## src/fault_cfg_pkg.sv

```systemverilog
package fault_cfg_pkg;

  // ******************************
  // Register map
  // ******************************
  localparam logic [7:0] CONTROL_ONE_ADDR = 8'hb0;
  localparam logic [7:0] LOW_BUS_FAULT_RESPONSE_ADDR = 8'hb1;
  localparam logic [7:0] FAULT_STATUS_ADDR = 8'hd2;
  localparam logic [7:0] CONTROL_ONE_RESET = 8'h00;
  localparam logic [7:0] LOW_BUS_FAULT_RESPONSE_RESET = 8'h00;
  localparam logic [7:0] READ_ZERO = 8'h00;

  // ******************************
  // Field positions
  // ******************************
  localparam int INDIVIDUAL_EN_BIT = 7;
  localparam int CLEAR_FAULTS_BIT = 6;
  localparam int POLARITY_INVERT_BIT = 5;
  localparam int TRACKING_SELECT_BIT = 4;
  localparam int CONTROL_STORED_MSB = 7;
  localparam int CONTROL_STORED_LSB = 4;
  localparam int OUT_OV_FIELD_LSB = 0;
  localparam int OUT_UV_FIELD_LSB = 2;
  localparam int FAULT_COUNT = 2;
  localparam int OUT_OV_STATUS_BIT = 0;
  localparam int OUT_UV_STATUS_BIT = 1;

  // ******************************
  // Response codes
  // ******************************
  localparam logic [1:0] RESP_FLAG_A = 2'h0;
  localparam logic [1:0] RESP_HICCUP = 2'h1;
  localparam logic [1:0] RESP_LATCH = 2'h2;
  localparam logic [1:0] RESP_FLAG_B = 2'h3;

  // ******************************
  // Timing
  // ******************************
  localparam longint CLOCK_HZ = 200000000;
  localparam longint HICCUP_DELAY_MS = 500;
  localparam longint HICCUP_CYCLES_DEFAULT = HICCUP_DELAY_MS * CLOCK_HZ / 1000;
  localparam int HICCUP_COUNT_W = 27;
  localparam int PHASE_COUNT = 6;

endpackage

```

## src/fault_chan_if.sv

```systemverilog
`timescale 1ns/10ps
`default_nettype none
interface fault_chan_if;
  logic cond;
  logic [1:0] code;
  logic latch_clear;
  logic stop;
  modport chan (input cond, input code, input latch_clear, output stop);
  modport ctrl (output cond, output code, output latch_clear, input stop);
endinterface
`default_nettype wire

```

## src/fault_channel.sv

```systemverilog
`timescale 1ns/10ps
`default_nettype none
module fault_channel
  import fault_cfg_pkg::*;
#(
  parameter longint HICCUP_CYCLES = HICCUP_CYCLES_DEFAULT,
  parameter int COUNT_W = HICCUP_COUNT_W
) (
  input wire logic i_clock,
  input wire logic i_rst,
  fault_chan_if.chan ch
);

  typedef enum logic [1:0] {RUNNING, HICCUP_HOLD, HICCUP_WAIT, LATCHED} chan_state_t;

  localparam logic [COUNT_W-1:0] RELOAD = COUNT_W'(HICCUP_CYCLES - 1);
  localparam logic [COUNT_W-1:0] COUNT_ONE = COUNT_W'(1);

  chan_state_t state, next_state;
  logic [COUNT_W-1:0] count, next_count;
  logic stop, next_stop;

  always_comb begin
    next_state = state;
    next_count = count;
    unique case (state)
      RUNNING: begin
        if (ch.cond && ch.code == RESP_HICCUP) begin
          next_state = HICCUP_HOLD;
        end else if (ch.cond && ch.code == RESP_LATCH) begin
          next_state = LATCHED;
        end
      end
      HICCUP_HOLD: begin
        if (!ch.cond) begin
          next_state = HICCUP_WAIT;
          next_count = RELOAD;
        end
      end
      HICCUP_WAIT: begin
        if (ch.cond) begin
          next_state = HICCUP_HOLD;
        end else if (count == '0) begin
          next_state = RUNNING;
        end else begin
          next_count = count - COUNT_ONE;
        end
      end
      LATCHED: begin
        if (ch.latch_clear) begin
          next_state = RUNNING;
        end
      end
    endcase
    next_stop = (next_state != RUNNING);
  end

  always_ff @(posedge i_clock) begin
    if (i_rst) begin
      state <= RUNNING;
      count <= '0;
      stop <= 1'b0;
    end else begin
      state <= next_state;
      count <= next_count;
      stop <= next_stop;
    end
  end

  assign ch.stop = stop;
endmodule
`default_nettype wire

```

## src/fault_response_config.sv

```systemverilog
`timescale 1ns/10ps
`default_nettype none
module fault_response_config
  import fault_cfg_pkg::*;
#(
  parameter int PHASES = PHASE_COUNT,
  parameter longint HICCUP_CYCLES = HICCUP_CYCLES_DEFAULT
) (
  input wire logic i_clock,
  input wire logic i_rst,
  input wire logic i_enable,
  input wire logic i_switch_enable,
  input wire logic [1:0] i_mode_response,
  input wire logic i_reg_wr,
  input wire logic i_reg_rd,
  input wire logic [7:0] i_reg_cmd,
  input wire logic [7:0] i_reg_wdata,
  input wire logic i_out_overvoltage,
  input wire logic i_out_undervoltage,
  input wire logic [PHASES-1:0] i_phase_active,
  input wire logic [PHASES-1:0] i_phase_high_side,
  output logic [7:0] o_reg_rdata,
  output logic o_reg_rvalid,
  output logic [PHASES-1:0] o_phase_output,
  output logic [PHASES-1:0] o_phase_output_oe,
  output logic o_tracking_input_select,
  output logic o_fault_flag_pin_out,
  output logic o_fault_flag_pin_oe,
  output logic o_switching_stopped
);

  // The whole block returns to defaults while the enable pin is low.
  logic rst_all;
  assign rst_all = i_rst | ~i_enable;

  // ******************************
  // Registers
  // ******************************
  logic [7:0] control_one, next_control_one;
  logic [7:0] low_bus_fault_response, next_low_bus_fault_response;
  logic [FAULT_COUNT-1:0] fault_status, next_fault_status;
  logic [7:0] rdata, next_rdata;
  logic rvalid, next_rvalid;
  logic [FAULT_COUNT-1:0] fault_cond;
  logic [FAULT_COUNT-1:0] chan_stop;
  logic [1:0] code_ov, code_uv;

  assign fault_cond = {i_out_undervoltage, i_out_overvoltage};

  always_comb begin
    next_control_one = control_one;
    next_low_bus_fault_response = low_bus_fault_response;
    next_rdata = rdata;
    next_rvalid = i_reg_rd;
    if (i_reg_wr && i_reg_cmd == CONTROL_ONE_ADDR) begin
      next_control_one = '0;
      next_control_one[CONTROL_STORED_MSB:CONTROL_STORED_LSB] =
        i_reg_wdata[CONTROL_STORED_MSB:CONTROL_STORED_LSB];
    end
    if (i_reg_wr && i_reg_cmd == LOW_BUS_FAULT_RESPONSE_ADDR) begin
      next_low_bus_fault_response = i_reg_wdata;
    end
    if (i_reg_rd) begin
      unique case (i_reg_cmd)
        CONTROL_ONE_ADDR: next_rdata = control_one;
        LOW_BUS_FAULT_RESPONSE_ADDR: next_rdata = low_bus_fault_response;
        FAULT_STATUS_ADDR: next_rdata = {{(8 - FAULT_COUNT){1'b0}}, fault_status};
        default: next_rdata = READ_ZERO;
      endcase
    end
    // a live fault sets its bit over a status write clear, not over clear-faults
    // only a write, clear-faults or reset clears
    if (control_one[CLEAR_FAULTS_BIT]) begin
      next_fault_status = '0;
    end else if (i_reg_wr && i_reg_cmd == FAULT_STATUS_ADDR) begin
      next_fault_status = (fault_status & ~i_reg_wdata[FAULT_COUNT-1:0]) | fault_cond;
    end else begin
      next_fault_status = fault_status | fault_cond;
    end
  end

  always_ff @(posedge i_clock) begin
    if (rst_all) begin
      control_one <= CONTROL_ONE_RESET;
      low_bus_fault_response <= LOW_BUS_FAULT_RESPONSE_RESET;
      fault_status <= '0;
      rdata <= READ_ZERO;
      rvalid <= 1'b0;
    end else begin
      control_one <= next_control_one;
      low_bus_fault_response <= next_low_bus_fault_response;
      fault_status <= next_fault_status;
      rdata <= next_rdata;
      rvalid <= next_rvalid;
    end
  end

  // ******************************
  // Fault responses
  // ******************************
  // fields only count with the individual enable set
  assign code_ov = control_one[INDIVIDUAL_EN_BIT] ?
    low_bus_fault_response[OUT_OV_FIELD_LSB +: 2] : i_mode_response;
  assign code_uv = control_one[INDIVIDUAL_EN_BIT] ?
    low_bus_fault_response[OUT_UV_FIELD_LSB +: 2] : i_mode_response;

  fault_chan_if fch[FAULT_COUNT] ();

  genvar f;
  generate
    for (f = 0; f < FAULT_COUNT; f++) begin : g_fault
      assign fch[f].cond = fault_cond[f];
      assign fch[f].code = (f == OUT_OV_STATUS_BIT) ? code_ov : code_uv;
      // dropping the switching enable releases a latch
      assign fch[f].latch_clear = ~i_switch_enable;
      assign chan_stop[f] = fch[f].stop;
      fault_channel #(
        .HICCUP_CYCLES(HICCUP_CYCLES),
        .COUNT_W(HICCUP_COUNT_W)
      ) u_channel (
        .i_clock(i_clock),
        .i_rst(rst_all),
        .ch(fch[f])
      );
    end
  endgenerate

  // ******************************
  // Outputs
  // ******************************
  logic flag_oe, next_flag_oe;
  logic stopped, next_stopped;
  logic [PHASES-1:0] phase_out, next_phase_out;
  logic [PHASES-1:0] phase_oe, next_phase_oe;

  always_comb begin
    // any set status bit pulls the flag low
    next_flag_oe = |next_fault_status;
    next_stopped = |chan_stop;
  end

  genvar p;
  generate
    for (p = 0; p < PHASES; p++) begin : g_phase
      // an undriven pin sits mid-level, both switches off
      assign next_phase_oe[p] = i_phase_active[p] & i_switch_enable & ~(|chan_stop);
      // polarity flips what a high level means
      assign next_phase_out[p] = next_phase_oe[p] &
        (i_phase_high_side[p] ^ control_one[POLARITY_INVERT_BIT]);
    end
  endgenerate

  always_ff @(posedge i_clock) begin
    if (rst_all) begin
      flag_oe <= 1'b0;
      stopped <= 1'b0;
      phase_out <= '0;
      phase_oe <= '0;
    end else begin
      flag_oe <= next_flag_oe;
      stopped <= next_stopped;
      phase_out <= next_phase_out;
      phase_oe <= next_phase_oe;
    end
  end

  assign o_reg_rdata = rdata;
  assign o_reg_rvalid = rvalid;
  assign o_phase_output = phase_out;
  assign o_phase_output_oe = phase_oe;
  assign o_tracking_input_select = control_one[TRACKING_SELECT_BIT];
  assign o_fault_flag_pin_out = 1'b0;
  assign o_fault_flag_pin_oe = flag_oe;
  assign o_switching_stopped = stopped;
endmodule
`default_nettype wire

```

## config.mk

```make
export PLATFORM = sky130hd
export DESIGN_NAME = fault_response_config
export DESIGN_NICKNAME = d
export VERILOG_FILES = /design/src/fault_cfg_pkg.sv /design/src/fault_chan_if.sv /design/src/fault_channel.sv /design/src/fault_response_config.sv
export SDC_FILE = /design/constraint.sdc
export NUM_CORES = 1
export LEC_CHECK = 0
export BUFFER_PORTS_ARGS = -buffer_cell sky130_fd_sc_hd__buf_2
export CORE_MARGIN = 1
export CORE_UTILIZATION = 35
export DETAILED_ROUTE_END_ITERATION = 6
export PLACE_DENSITY_LB_ADDON = 0.08
export SLEW_MARGIN = 25
export SYNTH_ARGS = -nofsm -noshare
export SYNTH_HDL_FRONTEND = slang
export SYNTH_SLANG_ARGS = --single-unit
```

## constraint.sdc

```tcl
create_clock -name i_clock -period 3.1 [get_ports i_clock]
set_input_delay 0 -clock i_clock [delete_from_list [all_inputs] [get_ports i_clock]]
set_output_delay 0 -clock i_clock [all_outputs]
set_load 0.005 [all_outputs]
```

==> impl_metrics.yaml <==
sta:
  skew_ns: 0.006667
  tns_ns: 0
  fmax_ghz: 0.4053
  hold_viol: 0
  tightest_slew_ns: 0.9106
  fin_crit_sh_pct: 79.59
  fin_crit_ns: 2.467
  maxSlewViolCount: 0
  finalSetupViolCount: 0
  rsz0062_at_grt: "no"
  slew_headroom_pct: 39.30
synth:
  ys_seq_elements: 97
  syn-num-nets: 555
  synth_edf_count: 0
  syn_inst: 515
  synth_seq_area_share_pct: 42.37
  yosysUniqueCellTypes: 60
  async_flop_share_pct: 0
  yosysWarnings: 0
  ys.flop_type: "dfxtp_1"
  syn_area_um2: 4583
  synth.avg_cell_area_um2: 8.899
drt:
  routed_via_density: 5.425
  ant_nets: 0
  drt-total-wl_mm: 11.52
  drcViolationCount: 0
  drt-initial-drc-count: 186
  drt_pass1_iterations: 4
  post_drt_wl_per_cell_um: 15.12
  vias: 4134
layout:
  fillers: 1290
  ff_latch_area_um2: 1942
  multi_input_comb_area_um2: 2486
  num_antenna_cells: 0
  layout.nets: 625
  stdcell_area_um2: 5534
  syn_to_final_growth_pct: 20.75
  drive_gt1_share_pct: 18.64
global_routing:
  grt_pass1_vias: 3828
  grtUsageTotal_pct: 17.74
  antenna_found_initial: 0
  grt_pass1_wl_mm: 18.62
  grt_max_degree: 40
  gr-total-overflow: 0
cts:
  clk_pin_slew_ns: 0.07
  clockRootBuffer: "clkbuf_16"
  post_cts_buffers: 0
  cts_buffers: 9
  cts_sinks: 97
  clock_latency_ns: 0.35
  cts_tree: "yes"
  postCtsHoldBufs: 20
  cts_max_level: 3
  cts_resized: 0
  clockBufferDepth: 2
floorplanning:
  core-area_um2: 12670
  io_pins: 63
  chipWidth_um: 116.4
  initial_core_util_pct: 36.17
  dieHeight_um: 116.4
  dieArea_um2: 13560
  num_rows: 41
job:
  max_cap_viol_count: 0
place:
  placed_area_um2: 5050
  post-dp-hpwl_mm: 7.707
  io_buffers: 61
  gp_congestion: 0.7638
critical_path:
  cp_num_cells: 7
  cp_cell_sequence: "or4_4, nor4_1, a31oi_1, buf_4, buf_4, a21oi_1, a311oi_1"
  ff2ff_path_depth: 7
  crit_type: "register to register"
  cp_common_cell: "buf_4"
  path_delay_family: "simple AND/OR/NAND/NOR gates"
  cp.required_ns: 3.29
  crit_buf_inv: 2
  end_kind: "register"
  cp_max_fo: 10
  cpPeakStageDelay_ns: 0.57
  cp.arrival_ns: 2.65
  start_kind: "register"
  critPathSlowestCell: "or4_4"
pwr:
  power.density_nw_per_um2: 456.4
  p_leak_uw: 0.002161
  peakVddDrop_uv: 202.6
worst_hold_path:
  min_path_type: "input port to register"
  whs_path_depth: 3
status:
  status: "completed"
-- through the flow --
| step | hold WS, ns | std cells | setup slack (ns) | util, % | total power, uW |
|---|---|---|---|---|---|
| 6_report | 0.01075 | 762 | 0.6326 | 43.68 | 2526 |
| 5_1_grt | 0.01300 | 762 | 0.4738 | 43.68 | 2640 |
| 4_1_cts | 0.002310 | 762 | 0.6270 | 43.68 | 2563 |
| 3_5_place_dp | 0.2180 | 726 | 0.6517 | 39.85 | 1462 |
| 3_3_place_gp | 0.2164 | 726 | 0.7032 | 39.85 | 1459 |
| 2_1_floorplan | 0.1217 | 515 | 0.8088 | - | 1394 |
-- kinds of logic after synthesis --
group | synth area share, %
simple gates | 25.94
fa+ha+maj | 0.5459
buf+inv | 3.440
other cells | 0.08182
mux | 4.259
compound gates | 19.93
xor+xnor | 3.440
flops | 42.37
-- placed cells by master (no fill, tap or decap), types with 5 or more instances in the layout --
cell type / n
dfxtp_1: 97
buf_2: 61
a21oi_1: 42
nor2_1: 39
nor3_1: 20
dlygate4sd3_1: 20
nand2_1: 19
o21ai_0: 18
or4_1: 15
a31oi_1: 15
mux2i_1: 15
or3_1: 14
a311oi_1: 14
nand2b_1: 13
nand3_1: 12
nor4_1: 11
and3_1: 11
buf_4: 10
xnor2_1: 9
xor2_1: 9
o31ai_1: 9
clkbuf_16: 9
and2_1: 8
a211oi_1: 8
inv_1: 7
nand4_1: 6
nor3b_1: 5
-- cells in the mapped netlist, types with 3 or more instances --
cell type / n / area (um2)
clkbuf_1: 23 / 86.33
o41ai_1: 4 / 35.03
or4_1: 15 / 112.6
nand3_1: 12 / 60.06
xor2_1: 9 / 78.83
nand4b_1: 4 / 35.03
dfxtp_1: 97 / 1942
a211oi_1: 8 / 60.06
o21ai_1: 4 / 20.02
a31oi_1: 15 / 93.84
and2_1: 8 / 50.05
and3_1: 11 / 68.82
mux2i_1: 15 / 150.1
o31ai_1: 9 / 67.56
nor2_1: 39 / 146.4
nor4_1: 11 / 68.82
o21ai_0: 18 / 90.09
a32o_1: 4 / 40.04
a21oi_1: 42 / 210.2
buf_2: 6 / 30.03
nand2_1: 19 / 71.32
xnor2_1: 9 / 78.83
nor3b_1: 5 / 37.54
nand4_1: 6 / 37.54
nand2b_1: 14 / 87.58
or3_1: 14 / 87.58
inv_1: 7 / 26.28
a311oi_1: 14 / 122.6
mux2_2: 4 / 45.04
or2_2: 4 / 25.02
or3b_2: 3 / 26.28
nor3_1: 20 / 100.1
nor2b_1: 4 / 25.02
-- final timing paths --
check	start	to	slack (ns)
hold reg to reg	g_fault[0].u_channel.ch.stop	o_switching_stopped	0.45
setup reg to reg	g_fault[0].u_channel.count[15]	g_fault[0].u_channel.count[7]	0.63
setup / recovery	g_fault[0].u_channel.count[15]	g_fault[0].u_channel.count[7]	0.63
hold / removal	i_out_overvoltage	g_fault[0].u_channel.state[0]	0.01
-- tightest hold or removal path, delay by kind of cell --
family          cells  cell delay [ns]
compound gates      2             0.16
buf+inv             1             0.15
-- power by group --
part	internal [uW]	switching, uW	total [uW]	leakage [uW]
Combinational	81.7	102	184	0.00124
Sequential	1260	9.84	1270	0.000783
Clock	589	484	1070	0.000143
Total	1930	596	2530	0.00216
-- area by class of cell --
type                       count  share of cell area [%]
sequential                    97                   35.09
inverter                       7                  0.4748
timing repair buffer          91                   10.49
tap                          172                   3.889
clock inverter                 4                  0.4974
clock buffer                  12                   4.635
multi-input combinational    379                   44.92
-- sequential cells by signal, indices dropped and copies added, names as in the netlist --
register	cells
control_one	4
fault_status	2
g_fault.u_channel.ch.stop	2
g_fault.u_channel.state	4
o_reg_rvalid	1
low_bus_fault_response	8
o_phase_output	6
g_fault.u_channel.count	54
o_phase_output_oe	6
o_fault_flag_pin_oe	1
o_reg_rdata	8
o_switching_stopped	1
-- per-layer routing --
layer,GRT usage [%],share of wire [%]
met2,27.93,44
met4,7.436,1.6
met1,23.35,50
met3,3.996,4.4
met5,0,0
Power figures use the tool's default switching activity.
